[src/mucyc_pkg.sv]
package mucyc_pkg;

  localparam int CNT_W = 16;
  localparam int DIV_W = 5;
  localparam int CYC_W = 20;

  typedef enum logic [3:0] {
    OP_ALU_MEM = 4'h0,
    OP_SIGNED_DIVIDE = 4'h1,
    OP_UNSIGNED_DIVIDE = 4'h2,
    OP_WIDE_MULTIPLY_REG = 4'h3,
    OP_WIDE_MULTIPLY_MEM = 4'h4,
    OP_REPEAT_MAC_BYTE = 4'h5,
    OP_REPEAT_MAC_WORD = 4'h6,
    OP_REPEAT_MAC_LONG = 4'h7,
    OP_ACCUMULATOR_SATURATE = 4'h8,
    OP_MOVE_MEM = 4'h9,
    OP_BIT_MEM = 4'ha,
    OP_POP_CONTROL_REGISTER = 4'hb,
    OP_PUSH_REGISTER_RANGE = 4'hc,
    OP_POP_REGISTER_RANGE = 4'hd,
    OP_SWAP_OPERANDS = 4'he,
    OP_RETURN_WITH_STACK_RELEASE = 4'hf
  } mucyc_op_type;

  typedef enum logic [0:0] {
    ST_IDLE = 1'b0,
    ST_RUN = 1'b1
  } mucyc_state_type;

  localparam logic [CYC_W-1:0] ALU_MEM_CYC = 20'h3;
  localparam logic [CYC_W-1:0] SDIV_MIN_CYC = 20'h5;
  localparam logic [CYC_W-1:0] SDIV_MAX_CYC = 20'h16;
  localparam logic [CYC_W-1:0] UDIV_MIN_CYC = 20'h4;
  localparam logic [CYC_W-1:0] UDIV_MAX_CYC = 20'h14;
  localparam logic [CYC_W-1:0] WMUL_REG_CYC = 20'h2;
  localparam logic [CYC_W-1:0] WMUL_MEM_CYC = 20'h4;
  localparam logic [CYC_W-1:0] REPEAT_MAC_BASE_CYC = 20'h6;
  localparam logic [CYC_W-1:0] REPEAT_MAC_BYTE_GRP_CYC = 20'h7;
  localparam logic [CYC_W-1:0] REPEAT_MAC_BYTE_ODD_CYC = 20'h4;
  localparam logic [CYC_W-1:0] REPEAT_MAC_WORD_GRP_CYC = 20'h5;
  localparam logic [CYC_W-1:0] REPEAT_MAC_WORD_ODD_CYC = 20'h4;
  localparam logic [CYC_W-1:0] REPEAT_MAC_LONG_CYC = 20'h4;
  localparam logic [CYC_W-1:0] SATURATE_CYC = 20'h3;
  localparam logic [CYC_W-1:0] MOVE_MEM_CYC = 20'h3;
  localparam logic [CYC_W-1:0] BIT_MEM_CYC = 20'h3;
  localparam logic [CYC_W-1:0] CTRL_POP_THR_CYC = 20'h3;
  localparam logic [CYC_W-1:0] CTRL_POP_LAT_CYC = 20'h4;
  localparam logic [CYC_W-1:0] RANGE_POP_LAT_ADD = 20'h1;
  localparam logic [CYC_W-1:0] SWAP_CYC = 20'h2;
  localparam logic [CYC_W-1:0] RETURN_MIN_CYC = 20'h5;
  localparam logic [CYC_W-1:0] RETURN_THR_LIMIT = 20'h5;
  localparam logic [CYC_W-1:0] RETURN_LAT_LIMIT = 20'h4;
  localparam logic [CYC_W-1:0] RETURN_THR_ADD = 20'h1;
  localparam logic [CYC_W-1:0] RETURN_LAT_ADD = 20'h2;
  localparam logic [CYC_W-1:0] MIN_CYC = 20'h1;

endpackage : mucyc_pkg

[src/mucyc_calc_if.sv]
`timescale 1ns/100ps
interface mucyc_calc_if;
  mucyc_pkg::mucyc_op_type op;
  logic [mucyc_pkg::CNT_W-1:0] count;
  logic [mucyc_pkg::DIV_W-1:0] div_steps;
  logic [mucyc_pkg::CYC_W-1:0] thr;
  logic [mucyc_pkg::CYC_W-1:0] lat;

  modport calc (input op, input count, input div_steps, output thr, output lat);
  modport user (output op, output count, output div_steps, input thr, input lat);
endinterface : mucyc_calc_if

[src/mucyc_ctrl.sv]
`timescale 1ns/100ps
// Summary of operation
// - Counts assume no waits; waits stretch them.
// - Memory-source arithmetic and compare take three cycles.
// - Signed memory divide takes five to twenty-two.
// - Unsigned memory divide takes four to twenty.
// - Register wide multiply takes two cycles.
// - Memory wide multiply takes four cycles.
// - Byte accumulate: six, seven per four, four extra.
// - Word accumulate: six, five per pair, four extra.
// - Longword accumulate: six plus four per longword.
// - Accumulator saturation takes three cycles.
// - Memory moves take three cycles.
// - Bit operations on memory take three cycles.
// - Control register pop: throughput three, latency four.
// - Register range push takes one cycle each.
// - Register range pop: throughput n, latency n+1.
// - Swapping operands takes two cycles.
// - Return with release: thresholds five and four.
// - Range push issues one store per register.
// - Floor rounds down; percent is the remainder.
// - Latency applies only when next instruction consumes.
module mucyc_ctrl (
  input wire logic clk_sys_in,
  input wire logic rst_in,
  input wire logic start_in,
  input wire mucyc_pkg::mucyc_op_type op_in,
  input wire logic [mucyc_pkg::CNT_W-1:0] count_in,
  input wire logic [mucyc_pkg::DIV_W-1:0] div_steps_in,
  input wire logic consumer_in,
  input wire logic mem_ready_in,
  output logic busy_out,
  output logic stall_out,
  output logic uop_valid_out,
  output logic uop_last_out,
  output logic [mucyc_pkg::CYC_W-1:0] uop_index_out,
  output logic done_out,
  output logic [mucyc_pkg::CYC_W-1:0] cycles_out
);
  localparam int CW = mucyc_pkg::CYC_W;

  mucyc_pkg::mucyc_state_type state;
  mucyc_pkg::mucyc_state_type next_state;
  logic [CW-1:0] elapsed;
  logic [CW-1:0] next_elapsed;
  logic [CW-1:0] thr;
  logic [CW-1:0] next_thr;
  logic [CW-1:0] eff;
  logic [CW-1:0] next_eff;
  logic next_busy;
  logic next_stall;
  logic next_uop_valid;
  logic next_uop_last;
  logic [CW-1:0] next_uop_index;
  logic next_done;
  logic accept;
  logic finish;

  mucyc_calc_if cif();

  assign cif.op = op_in;
  assign cif.count = count_in;
  assign cif.div_steps = div_steps_in;

  mucyc_calc u_calc (
    .cif(cif)
  );

  // Load-type instructions are those whose result reaches a register from memory.
  function automatic logic is_load(input mucyc_pkg::mucyc_op_type op);
    is_load = (op == mucyc_pkg::OP_POP_CONTROL_REGISTER) || (op == mucyc_pkg::OP_POP_REGISTER_RANGE)
      || (op == mucyc_pkg::OP_RETURN_WITH_STACK_RELEASE);
  endfunction : is_load

  // A cycle only completes when memory answers; a wait state holds the cycle index.
  always_comb begin
    next_state = state;
    next_elapsed = elapsed;
    next_thr = thr;
    next_eff = eff;
    accept = 1'b0;
    finish = (state == mucyc_pkg::ST_RUN) && (elapsed == eff) && mem_ready_in;
    case (state)
      mucyc_pkg::ST_IDLE: begin
        accept = start_in;
      end
      mucyc_pkg::ST_RUN: begin
        if (finish) begin
          accept = start_in;
          next_state = mucyc_pkg::ST_IDLE;
        end else if (mem_ready_in) begin
          next_elapsed = elapsed + mucyc_pkg::MIN_CYC;
        end
      end
      default: begin
        next_state = mucyc_pkg::ST_IDLE;
      end
    endcase
    if (accept) begin
      next_state = mucyc_pkg::ST_RUN;
      next_elapsed = mucyc_pkg::MIN_CYC;
      next_thr = cif.thr;
      next_eff = (consumer_in && is_load(op_in)) ? cif.lat : cif.thr;
    end
    next_busy = (next_state == mucyc_pkg::ST_RUN);
    next_uop_valid = next_busy && (next_elapsed <= next_thr);
    next_stall = next_busy && (next_elapsed < next_thr);
    next_uop_last = next_busy && (next_elapsed == next_thr);
    next_uop_index = next_uop_valid ? next_elapsed - mucyc_pkg::MIN_CYC : '0;
    next_done = next_busy && (next_elapsed == next_eff);
  end

  always_ff @(posedge clk_sys_in) begin
    if (rst_in) begin
      state <= mucyc_pkg::ST_IDLE;
      elapsed <= '0;
      thr <= '0;
      eff <= '0;
      busy_out <= 1'b0;
      stall_out <= 1'b0;
      uop_valid_out <= 1'b0;
      uop_last_out <= 1'b0;
      uop_index_out <= '0;
      done_out <= 1'b0;
      cycles_out <= '0;
    end else begin
      state <= next_state;
      elapsed <= next_elapsed;
      thr <= next_thr;
      eff <= next_eff;
      busy_out <= next_busy;
      stall_out <= next_stall;
      uop_valid_out <= next_uop_valid;
      uop_last_out <= next_uop_last;
      uop_index_out <= next_uop_index;
      done_out <= next_done;
      cycles_out <= next_eff;
    end
  end
endmodule : mucyc_ctrl

[src/mucyc_calc.sv]
`timescale 1ns/100ps
module mucyc_calc (
  mucyc_calc_if.calc cif
);
  localparam int CW = mucyc_pkg::CYC_W;

  logic [CW-1:0] n_ext;
  logic [CW-1:0] d_ext;
  logic [CW-1:0] sdiv;
  logic [CW-1:0] udiv;

  // Floor of n over a power of two is a shift, the remainder is the low bits.
  always_comb begin
    n_ext = CW'(cif.count);
    d_ext = CW'(cif.div_steps);
    sdiv = mucyc_pkg::SDIV_MIN_CYC + d_ext;
    udiv = mucyc_pkg::UDIV_MIN_CYC + d_ext;
    cif.thr = mucyc_pkg::MIN_CYC;
    cif.lat = mucyc_pkg::MIN_CYC;
    case (cif.op)
      mucyc_pkg::OP_ALU_MEM: begin
        cif.thr = mucyc_pkg::ALU_MEM_CYC;
      end
      mucyc_pkg::OP_SIGNED_DIVIDE: begin
        cif.thr = (sdiv > mucyc_pkg::SDIV_MAX_CYC) ? mucyc_pkg::SDIV_MAX_CYC : sdiv;
      end
      mucyc_pkg::OP_UNSIGNED_DIVIDE: begin
        cif.thr = (udiv > mucyc_pkg::UDIV_MAX_CYC) ? mucyc_pkg::UDIV_MAX_CYC : udiv;
      end
      mucyc_pkg::OP_WIDE_MULTIPLY_REG: begin
        cif.thr = mucyc_pkg::WMUL_REG_CYC;
      end
      mucyc_pkg::OP_WIDE_MULTIPLY_MEM: begin
        cif.thr = mucyc_pkg::WMUL_MEM_CYC;
      end
      mucyc_pkg::OP_REPEAT_MAC_BYTE: begin
        cif.thr = CW'(mucyc_pkg::REPEAT_MAC_BASE_CYC + mucyc_pkg::REPEAT_MAC_BYTE_GRP_CYC * (n_ext >> 2)
          + mucyc_pkg::REPEAT_MAC_BYTE_ODD_CYC * CW'(n_ext[1:0]));
      end
      mucyc_pkg::OP_REPEAT_MAC_WORD: begin
        cif.thr = CW'(mucyc_pkg::REPEAT_MAC_BASE_CYC + mucyc_pkg::REPEAT_MAC_WORD_GRP_CYC * (n_ext >> 1)
          + mucyc_pkg::REPEAT_MAC_WORD_ODD_CYC * CW'(n_ext[0]));
      end
      mucyc_pkg::OP_REPEAT_MAC_LONG: begin
        cif.thr = CW'(mucyc_pkg::REPEAT_MAC_BASE_CYC + mucyc_pkg::REPEAT_MAC_LONG_CYC * n_ext);
      end
      mucyc_pkg::OP_ACCUMULATOR_SATURATE: begin
        cif.thr = mucyc_pkg::SATURATE_CYC;
      end
      mucyc_pkg::OP_MOVE_MEM: begin
        cif.thr = mucyc_pkg::MOVE_MEM_CYC;
      end
      mucyc_pkg::OP_BIT_MEM: begin
        cif.thr = mucyc_pkg::BIT_MEM_CYC;
      end
      mucyc_pkg::OP_POP_CONTROL_REGISTER: begin
        cif.thr = mucyc_pkg::CTRL_POP_THR_CYC;
        cif.lat = mucyc_pkg::CTRL_POP_LAT_CYC;
      end
      mucyc_pkg::OP_PUSH_REGISTER_RANGE: begin
        cif.thr = (n_ext == '0) ? mucyc_pkg::MIN_CYC : n_ext;
      end
      mucyc_pkg::OP_POP_REGISTER_RANGE: begin
        cif.thr = (n_ext == '0) ? mucyc_pkg::MIN_CYC : n_ext;
        cif.lat = cif.thr + mucyc_pkg::RANGE_POP_LAT_ADD;
      end
      mucyc_pkg::OP_SWAP_OPERANDS: begin
        cif.thr = mucyc_pkg::SWAP_CYC;
      end
      mucyc_pkg::OP_RETURN_WITH_STACK_RELEASE: begin
        cif.thr = (n_ext < mucyc_pkg::RETURN_THR_LIMIT) ? mucyc_pkg::RETURN_MIN_CYC
          : n_ext + mucyc_pkg::RETURN_THR_ADD;
        cif.lat = (n_ext < mucyc_pkg::RETURN_LAT_LIMIT) ? mucyc_pkg::RETURN_MIN_CYC
          : n_ext + mucyc_pkg::RETURN_LAT_ADD;
      end
      default: begin
        cif.thr = mucyc_pkg::MIN_CYC;
      end
    endcase
    if (cif.lat < cif.thr) begin
      cif.lat = cif.thr;
    end
  end

endmodule : mucyc_calc

[config.mk]
export PLATFORM = sky130hd
export DESIGN_NAME = mucyc_ctrl
export DESIGN_NICKNAME = d
export VERILOG_FILES = /design/src/mucyc_pkg.sv /design/src/mucyc_calc_if.sv /design/src/mucyc_ctrl.sv /design/src/mucyc_calc.sv
export SDC_FILE = /design/constraint.sdc
export NUM_CORES = 1
export LEC_CHECK = 0
export ABC_AREA = 0
export ABC_CLOCK_PERIOD_IN_PS = 11300
export BUFFER_PORTS_ARGS = -buffer_cell sky130_fd_sc_hd__buf_2
export CAP_MARGIN = 20
export CORE_UTILIZATION = 60
export CTS_CLUSTER_SIZE = 12
export DETAILED_ROUTE_END_ITERATION = 12
export PLACE_DENSITY = 0.8
export SYNTH_ARGS = -nofsm -noshare
export SYNTH_HDL_FRONTEND = slang
export SYNTH_SLANG_ARGS = --single-unit
[constraint.sdc]
create_clock -name clk_sys_in -period 11.3 [get_ports clk_sys_in]
set_input_delay 1.695 -clock clk_sys_in [delete_from_list [all_inputs] [get_ports clk_sys_in]]
set_output_delay 1.695 -clock clk_sys_in [all_outputs]
set_load 0.05 [all_outputs]
==> results.md, run 1 <==
* completed — run status
* 1332 — Cells after Synth
* 0 — DRC violations left
* 0 — count of warnings emitted by yosys
* 77.6% — period utilization
* 10300 sq um — Post-Synthesis Cell Area
* 0 — count of flip-flops with a built-in enable after synthesis
* 0 — Antenna Diode Count
* 0 ps — summed negative setup slack over all endpoints
* 11100 sq um — total non-filler cell area in the finished layout
* 0 — final number of hold-violating endpoints
* sky130_fd_sc_hd__o21ai_2 — worst-path cell with the longest stage delay
* in2reg — start-to-end type of the worst setup path
* 0 — final count of pins violating max slew
* 350 ps — clock latency reported for the late side of the worst-skew pair
* 70 ps — post-CTS clock slew at the launch and capture registers of the worst setup and hold paths
* reg2reg — class of the tightest hold or removal check
* 66.5% — utilization of the core after routing
* 5 — Detailed Routing Iterations Pass 1
* sky130_fd_sc_hd__nor2_1 — cell with the most instances after synthesis
* 7.71 sq um — post-synthesis average cell area
* 115 nW/um^2 — Cell Pwr Density
* 0 — max cap viols
* 31100 um — Detailed Route WL
* 0.112 mV — Max VDD drop
* 0 — total congestion overflow after global routing
* 29 — crit-path max FO
* 0.114 GHz — fmax
* 66 — pin count of the biggest net entering global routing
* 61.7% — starting utilization of the core area
* 2 — maximum root-to-sink buffer count
* sky130_fd_sc_hd__clkbuf_16 — CTS root buf
* sky130_fd_sc_hd__nor2_1, sky130_fd_sc_hd__ha_1, sky130_fd_sc_hd__nand2_1, sky130_fd_sc_hd__a21oi_1, sky130_fd_sc_hd__xnor2_1 — top cells by count, synth
* 16.6% — sequential area share after synthesis
* 981 — first-iteration detailed-routing DRC count
* 810 ps — maximum single-stage delay on the critical path
* 93 — number of different library cells in the post-synthesis netlist
* 17600 sq um — full die area
* 47 — floorplan row count
* 16.6% — Synth top area share
* 1280 uW — total power
* 133 um — Die Y
* 9020 ps — arrival time at the worst endpoint
* 1578 — DP Cell Count
* 8770 ps — fin crit period
* 0 — Final setup violation count
* 33.9% — worst slew margin relative to its limit
* 85 — flop and latch count out of synthesis
* sky130_fd_sc_hd__ha_1 — CP dominant cell by count
* sky130_fd_sc_hd__dfxtp_1, sky130_fd_sc_hd__ha_1, sky130_fd_sc_hd__xnor2_1 — largest cells by area after synthesis
* sky130_fd_sc_hd__dfxtp_1 — commonest register cell after synthesis
* 75 — I/O pin total
* 1 — initial antenna violation count
* 3 — H-tree level count
* 10800 sq um — Area after DPL
* 2 — number of cells traversed by the worst hold path
* no — RSZ-0062 raised after global routing
* 24100 um — total half-perimeter wirelength after legalization and detailed placement
* sky130_fd_sc_hd__dfxtp_1 — largest area contributor in the netlist
* 9 — clock buffers created by TritonCTS
* 1501 — number of nets produced by synthesis
* 19.5 um — average wire per standard cell
* 0 — Post-DRT Antenna Nets
* 0 — number of buffers added for setup after CTS
* 1538 — Layout Nets
* 0 — hold buffers post-CTS
* 0% — share of flip-flops with an asynchronous set or reset after synthesis
* 0.993 — Final Wtd Congestion
* 74 — Port Buffer Count
* 7.77% — signed area change from the synthesized netlist to the final layout
* 5760 ps — minimum setup slack among reg-to-reg paths
* 6.50 — vias per std cell
* 0 — PostCTS Resize Cnt
* 49800 um — wire length of the first global-routing pass
* 35.5% — Total GRT Usage
* 8.04 ps — setup clock skew after layout
* 11540 ps — required time of the critical path
* 18 — Reg2Reg Depth
* 10.4k — number of vias after detailed routing
* 11.1% — layout cells sized above 1
* done — CTS tree
* flip-flop — element type at the critical path end
* 16600 sq um — Core Footprint
* 0.00468 uW — static leakage power
* 133 um — horizontal die dimension
* input port — Startpoint Class
* 85 — total clock sinks
* 1594 — Non-Filler Instances
* 992 ps — actual transition at the worst max-transition pin
* 9589 — vias in the first global route
[worst max-delay path, delay by kind of cell]
kind            cells  cell delay [ps]
compound gates     10             3190
xor+xnor            1               80
fa+ha+maj           6             2220
buf+inv             3              290
simple gates        7             1540
[final cells by class]
type | count | area [sq um]
clock buffer | 10 | 239
clock inverter | 6 | 75.1
fill | 1463 | 5570
inverter | 62 | 233
multi-input combinational | 1126 | 8090
sequential | 85 | 1700
tap | 220 | 275
timing repair buffer | 85 | 457
[metal layers]
metal	up-vias	track usage (%)	share of wire (%)	routed length, um
li1	4910	-	-	-
met1	4904	49.1	44	13500
met2	478	56.3	45	14000
met3	62	6.93	9.3	2900
met4	2	9.20	2.0	623
met5	-	0	0.042	13
[report_power, final]
group / total [uW] / internal [uW] / leakage (uW) / switching (uW)
Clock: 313 / 181 / 0.000152 / 132
Sequential: 333 / 320 / 0.000693 / 13.7
Combinational: 629 / 223 / 0.00384 / 406
Total: 1280 / 724 / 0.00468 / 551
[cell usage in the layout, fill, tap and decap left out, types with 5 or more instances in the layout]
master                      synthesis  routed
sky130_fd_sc_hd__xnor2_2            5       5
sky130_fd_sc_hd__nor3_2             5       5
sky130_fd_sc_hd__a21o_1            19      19
sky130_fd_sc_hd__dfxtp_1           85      85
sky130_fd_sc_hd__a221oi_1          12      12
sky130_fd_sc_hd__nor2b_1           18      18
sky130_fd_sc_hd__and4_1            12      12
sky130_fd_sc_hd__nand4_1           28      28
sky130_fd_sc_hd__o22ai_1           17      17
sky130_fd_sc_hd__a31oi_1           11      11
sky130_fd_sc_hd__nor3_1            44      44
sky130_fd_sc_hd__nor3b_1            8       8
sky130_fd_sc_hd__a21oi_2            5       5
sky130_fd_sc_hd__nand2b_1          11      11
sky130_fd_sc_hd__and3_1            16      16
sky130_fd_sc_hd__inv_1             62      62
sky130_fd_sc_hd__fa_1              17      17
sky130_fd_sc_hd__ha_1             122     122
sky130_fd_sc_hd__nor2_1           154     154
sky130_fd_sc_hd__nand3_1           35      35
sky130_fd_sc_hd__clkbuf_16          0       9
sky130_fd_sc_hd__buf_2             15      74
sky130_fd_sc_hd__or2_2              5       5
sky130_fd_sc_hd__a21oi_1          101     101
sky130_fd_sc_hd__o21ai_0           49      47
sky130_fd_sc_hd__a311oi_1           5       5
sky130_fd_sc_hd__nor4_1             8       8
sky130_fd_sc_hd__o211ai_1          15      15
sky130_fd_sc_hd__or3_1             10      10
sky130_fd_sc_hd__buf_4              1      10
sky130_fd_sc_hd__xnor2_1           95      95
sky130_fd_sc_hd__o21a_1             9       9
sky130_fd_sc_hd__a211o_1            8       8
sky130_fd_sc_hd__xor2_1            33      33
sky130_fd_sc_hd__nand2_1          107     107
sky130_fd_sc_hd__and2_1            12      12
sky130_fd_sc_hd__o21bai_1           6       6
sky130_fd_sc_hd__a211oi_1          23      23
[registers in the layout, indices dropped and copies added (netlist names)]
signal	flops
eff	20
uop_last_out	1
uop_index_out	20
elapsed	20
done_out	1
uop_valid_out	1
stall_out	1
thr	20
state	1
[kinds of logic after synthesis]
logic type	share of synthesized area [%]
mux	0.499
simple gates	25.2
buf+inv	4.79
xor+xnor	11.7
flops	16.6
fa+ha+maj	18.2
compound gates	23.1
[metrics by stage]
stage	setup WS [ps]	hold slack, ps
floorplan	3760	422
global placement	2580	435
detailed placement	2220	447
CTS	2560	458
global route	1830	487
finish	2530	454
[final timing paths]
kind,from,endpoint
min,thr[19],thr[19]
max,count_in[2],done_out
max reg2reg,elapsed[11],uop_index_out[7]
min reg2reg,thr[19],thr[19]
Note: power is estimated with default switching activity, not from simulation.
==> run 2: changes to the inputs <==
--- a/config.mk
+++ b/config.mk
@@ -6,7 +6,7 @@
 export NUM_CORES = 1
 export LEC_CHECK = 0
 export ABC_AREA = 0
-export ABC_CLOCK_PERIOD_IN_PS = 11300
+export ABC_CLOCK_PERIOD_IN_PS = 8300
 export BUFFER_PORTS_ARGS = -buffer_cell sky130_fd_sc_hd__buf_2
 export CAP_MARGIN = 20
 export CORE_UTILIZATION = 60
==> constraint.sdc (replaced) <==
create_clock -name clk_sys_in -period 8.3 [get_ports clk_sys_in]
set_input_delay 1.245 -clock clk_sys_in [delete_from_list [all_inputs] [get_ports clk_sys_in]]
set_output_delay 1.245 -clock clk_sys_in [all_outputs]
set_load 0.05 [all_outputs]
==> run 2 against run 1 <==
Effect of this change: worst setup slack got worse by 1700 ps; non-clock buffer count rose by 7; design area rose by 0.32%; largest power group unchanged; worst hold slack improved by 19 ps; largest cell class unchanged; sequential share of layout area is essentially flat; critical path type unchanged.
==> results.md, run 2 (synthesis gave the netlist of run 1 again) <==
* 0 — number of buffers added for setup after CTS
* 16600 sq um — Core Footprint
* 0 — Post-DRT Antenna Nets
* sky130_fd_sc_hd__clkbuf_16 — CTS root buf
* thr[19] — Hold Startpoint
* 6.49 — vias per std cell
* 10 — crit-path max FO
* uop_index_out[17] — critical register-to-register path endpoint
* 50200 um — wire length of the first global-routing pass
* 2 — maximum root-to-sink buffer count
* 0.128 mV — Max VDD drop
* 66.7% — utilization of the core after routing
* 21 — Reg2Reg Depth
* 0 — final count of pins violating max slew
* 0 — final number of hold-violating endpoints
* 550 ps — maximum single-stage delay on the critical path
* 24400 um — total half-perimeter wirelength after legalization and detailed placement
* in2reg — start-to-end type of the worst setup path
* 6 — Detailed Routing Iterations Pass 1
* 9736 — vias in the first global route
* input port — Startpoint Class
* flip-flop — element type at the critical path end
* 75 — I/O pin total
* elapsed[11] — startpoint of the most critical register-to-register path
* 7520 ps — fin crit period
* 63 — pin count of the biggest net entering global routing
* 17600 sq um — full die area
* 11100 sq um — total non-filler cell area in the finished layout
* 31400 um — Detailed Route WL
* sky130_fd_sc_hd__ha_1 — CP dominant cell by count
* sky130_fd_sc_hd__fa_1 — worst-path cell with the longest stage delay
* 3050 ps — minimum setup slack among reg-to-reg paths
* sky130_fd_sc_hd__nor2_1, sky130_fd_sc_hd__ha_1, sky130_fd_sc_hd__nand2_1, sky130_fd_sc_hd__a21oi_1, sky130_fd_sc_hd__xnor2_1 — leading cell types in the layout, fill and taps excluded
* 10.4k — number of vias after detailed routing
* 7750 ps — arrival time at the worst endpoint
* 35.4% — Total GRT Usage
* 8.11% — signed area change from the synthesized netlist to the final layout
* 9 — clock buffers created by TritonCTS
* 85 — total clock sinks
* 0.00470 uW — static leakage power
* 0 — hold buffers post-CTS
* 133 um — Die Y
* 0 ps — summed negative setup slack over all endpoints
* 0 — Antenna Diode Count
* 1545 — Layout Nets
* 0.986 — Final Wtd Congestion
* 11.4% — layout cells sized above 1
* 0 — total congestion overflow after global routing
* 10800 sq um — Area after DPL
* 340 ps — clock latency reported for the late side of the worst-skew pair
* done — CTS tree
* 90.5% — period utilization
* 156 nW/um^2 — Cell Pwr Density
* 47 — floorplan row count
* 2 — number of cells traversed by the worst hold path
* 921 ps — actual transition at the worst max-transition pin
* 0.133 GHz — fmax
* 986 — first-iteration detailed-routing DRC count
* 7.67 ps — setup clock skew after layout
* 133 um — horizontal die dimension
* 3 — H-tree level count
* sky130_fd_sc_hd__nor2_1 — commonest non-fill, non-tap cell in the layout
* no — RSZ-0062 raised after global routing
* 8530 ps — required time of the critical path
* 70 ps — post-CTS clock slew at the launch and capture registers of the worst setup and hold paths
* 0 — max cap viols
* 61.7% — starting utilization of the core area
* reg2reg — class of the tightest hold or removal check
* thr[19] — Hold EP
* 0 — DRC violations left
* 74 — Port Buffer Count
* 0 — Final setup violation count
* 38.6% — worst slew margin relative to its limit
* 19.6 um — average wire per standard cell
* 0 — PostCTS Resize Cnt
* completed — run status
* 0 — initial antenna violation count
run 2: cell count changes in the layout (fill, tap and decap cells not counted):
cell,delta
sky130_fd_sc_hd__buf_4,+7
sky130_fd_sc_hd__clkbuf_8,-1
sky130_fd_sc_hd__clkinvlp_4,+1
sky130_fd_sc_hd__inv_8,-1
run 2: routing by layer:
metal	share of wire [%]	vias to the layer above	GRT usage [%]
li1	-	4918	-
met1	43	4891	48.2
met2	45	491	56.4
met3	9.6	79	7.85
met4	2.3	0	8.94
met5	0	-	0
run 2: cell type report:
cell class,count,area (sq um)
clock buffer,9,225
clock inverter,6,71.3
fill,1478,5540
inverter,62,233
multi-input combinational,1126,8090
sequential,85,1700
tap,220,275
timing repair buffer,92,509
run 2: where the power goes:
part | leakage (uW) | switching, uW | internal [uW]
registers | 0.000693 | 19.4 | 435
logic | 0.00387 | 556 | 307
clock network | 0.000139 | 175 | 235
run 2: how the worst max path moves through the flow:
stage / from / end / slack, ps / depth (start not counted)
CTS: count_in[2] / done_out / 840 / 29
detailed placement: count_in[2] / done_out / 510 / 29
floorplan: count_in[2] / done_out / 1210 / 27
global placement: count_in[2] / done_out / 700 / 29
finish: count_in[2] / done_out / 780 / 29
global route: count_in[3] / done_out / 310 / 27
run 2: worst max-delay path: cells and delay by family:
kind	cells	cell delay (ps)
AOI/OAI and AO/OA	11	2390
xor gates and xnor gates	1	80
adders and majority gates	6	2070
buffers and inverters	4	480
and+or+nand+nor	7	1450
run 2: metrics by stage:
stage | hold WS [ps] | total power [uW] | cells | setup WS (ps)
2_1_floorplan | 422 | 1100 | 1332 | 1210
3_3_place_gp | 442 | 1290 | 1584 | 699
3_5_place_dp | 461 | 1310 | 1585 | 510
4_1_cts | 471 | 1710 | 1600 | 843
5_1_grt | 488 | 1820 | 1600 | 308
6_report | 473 | 1730 | 1600 | 785
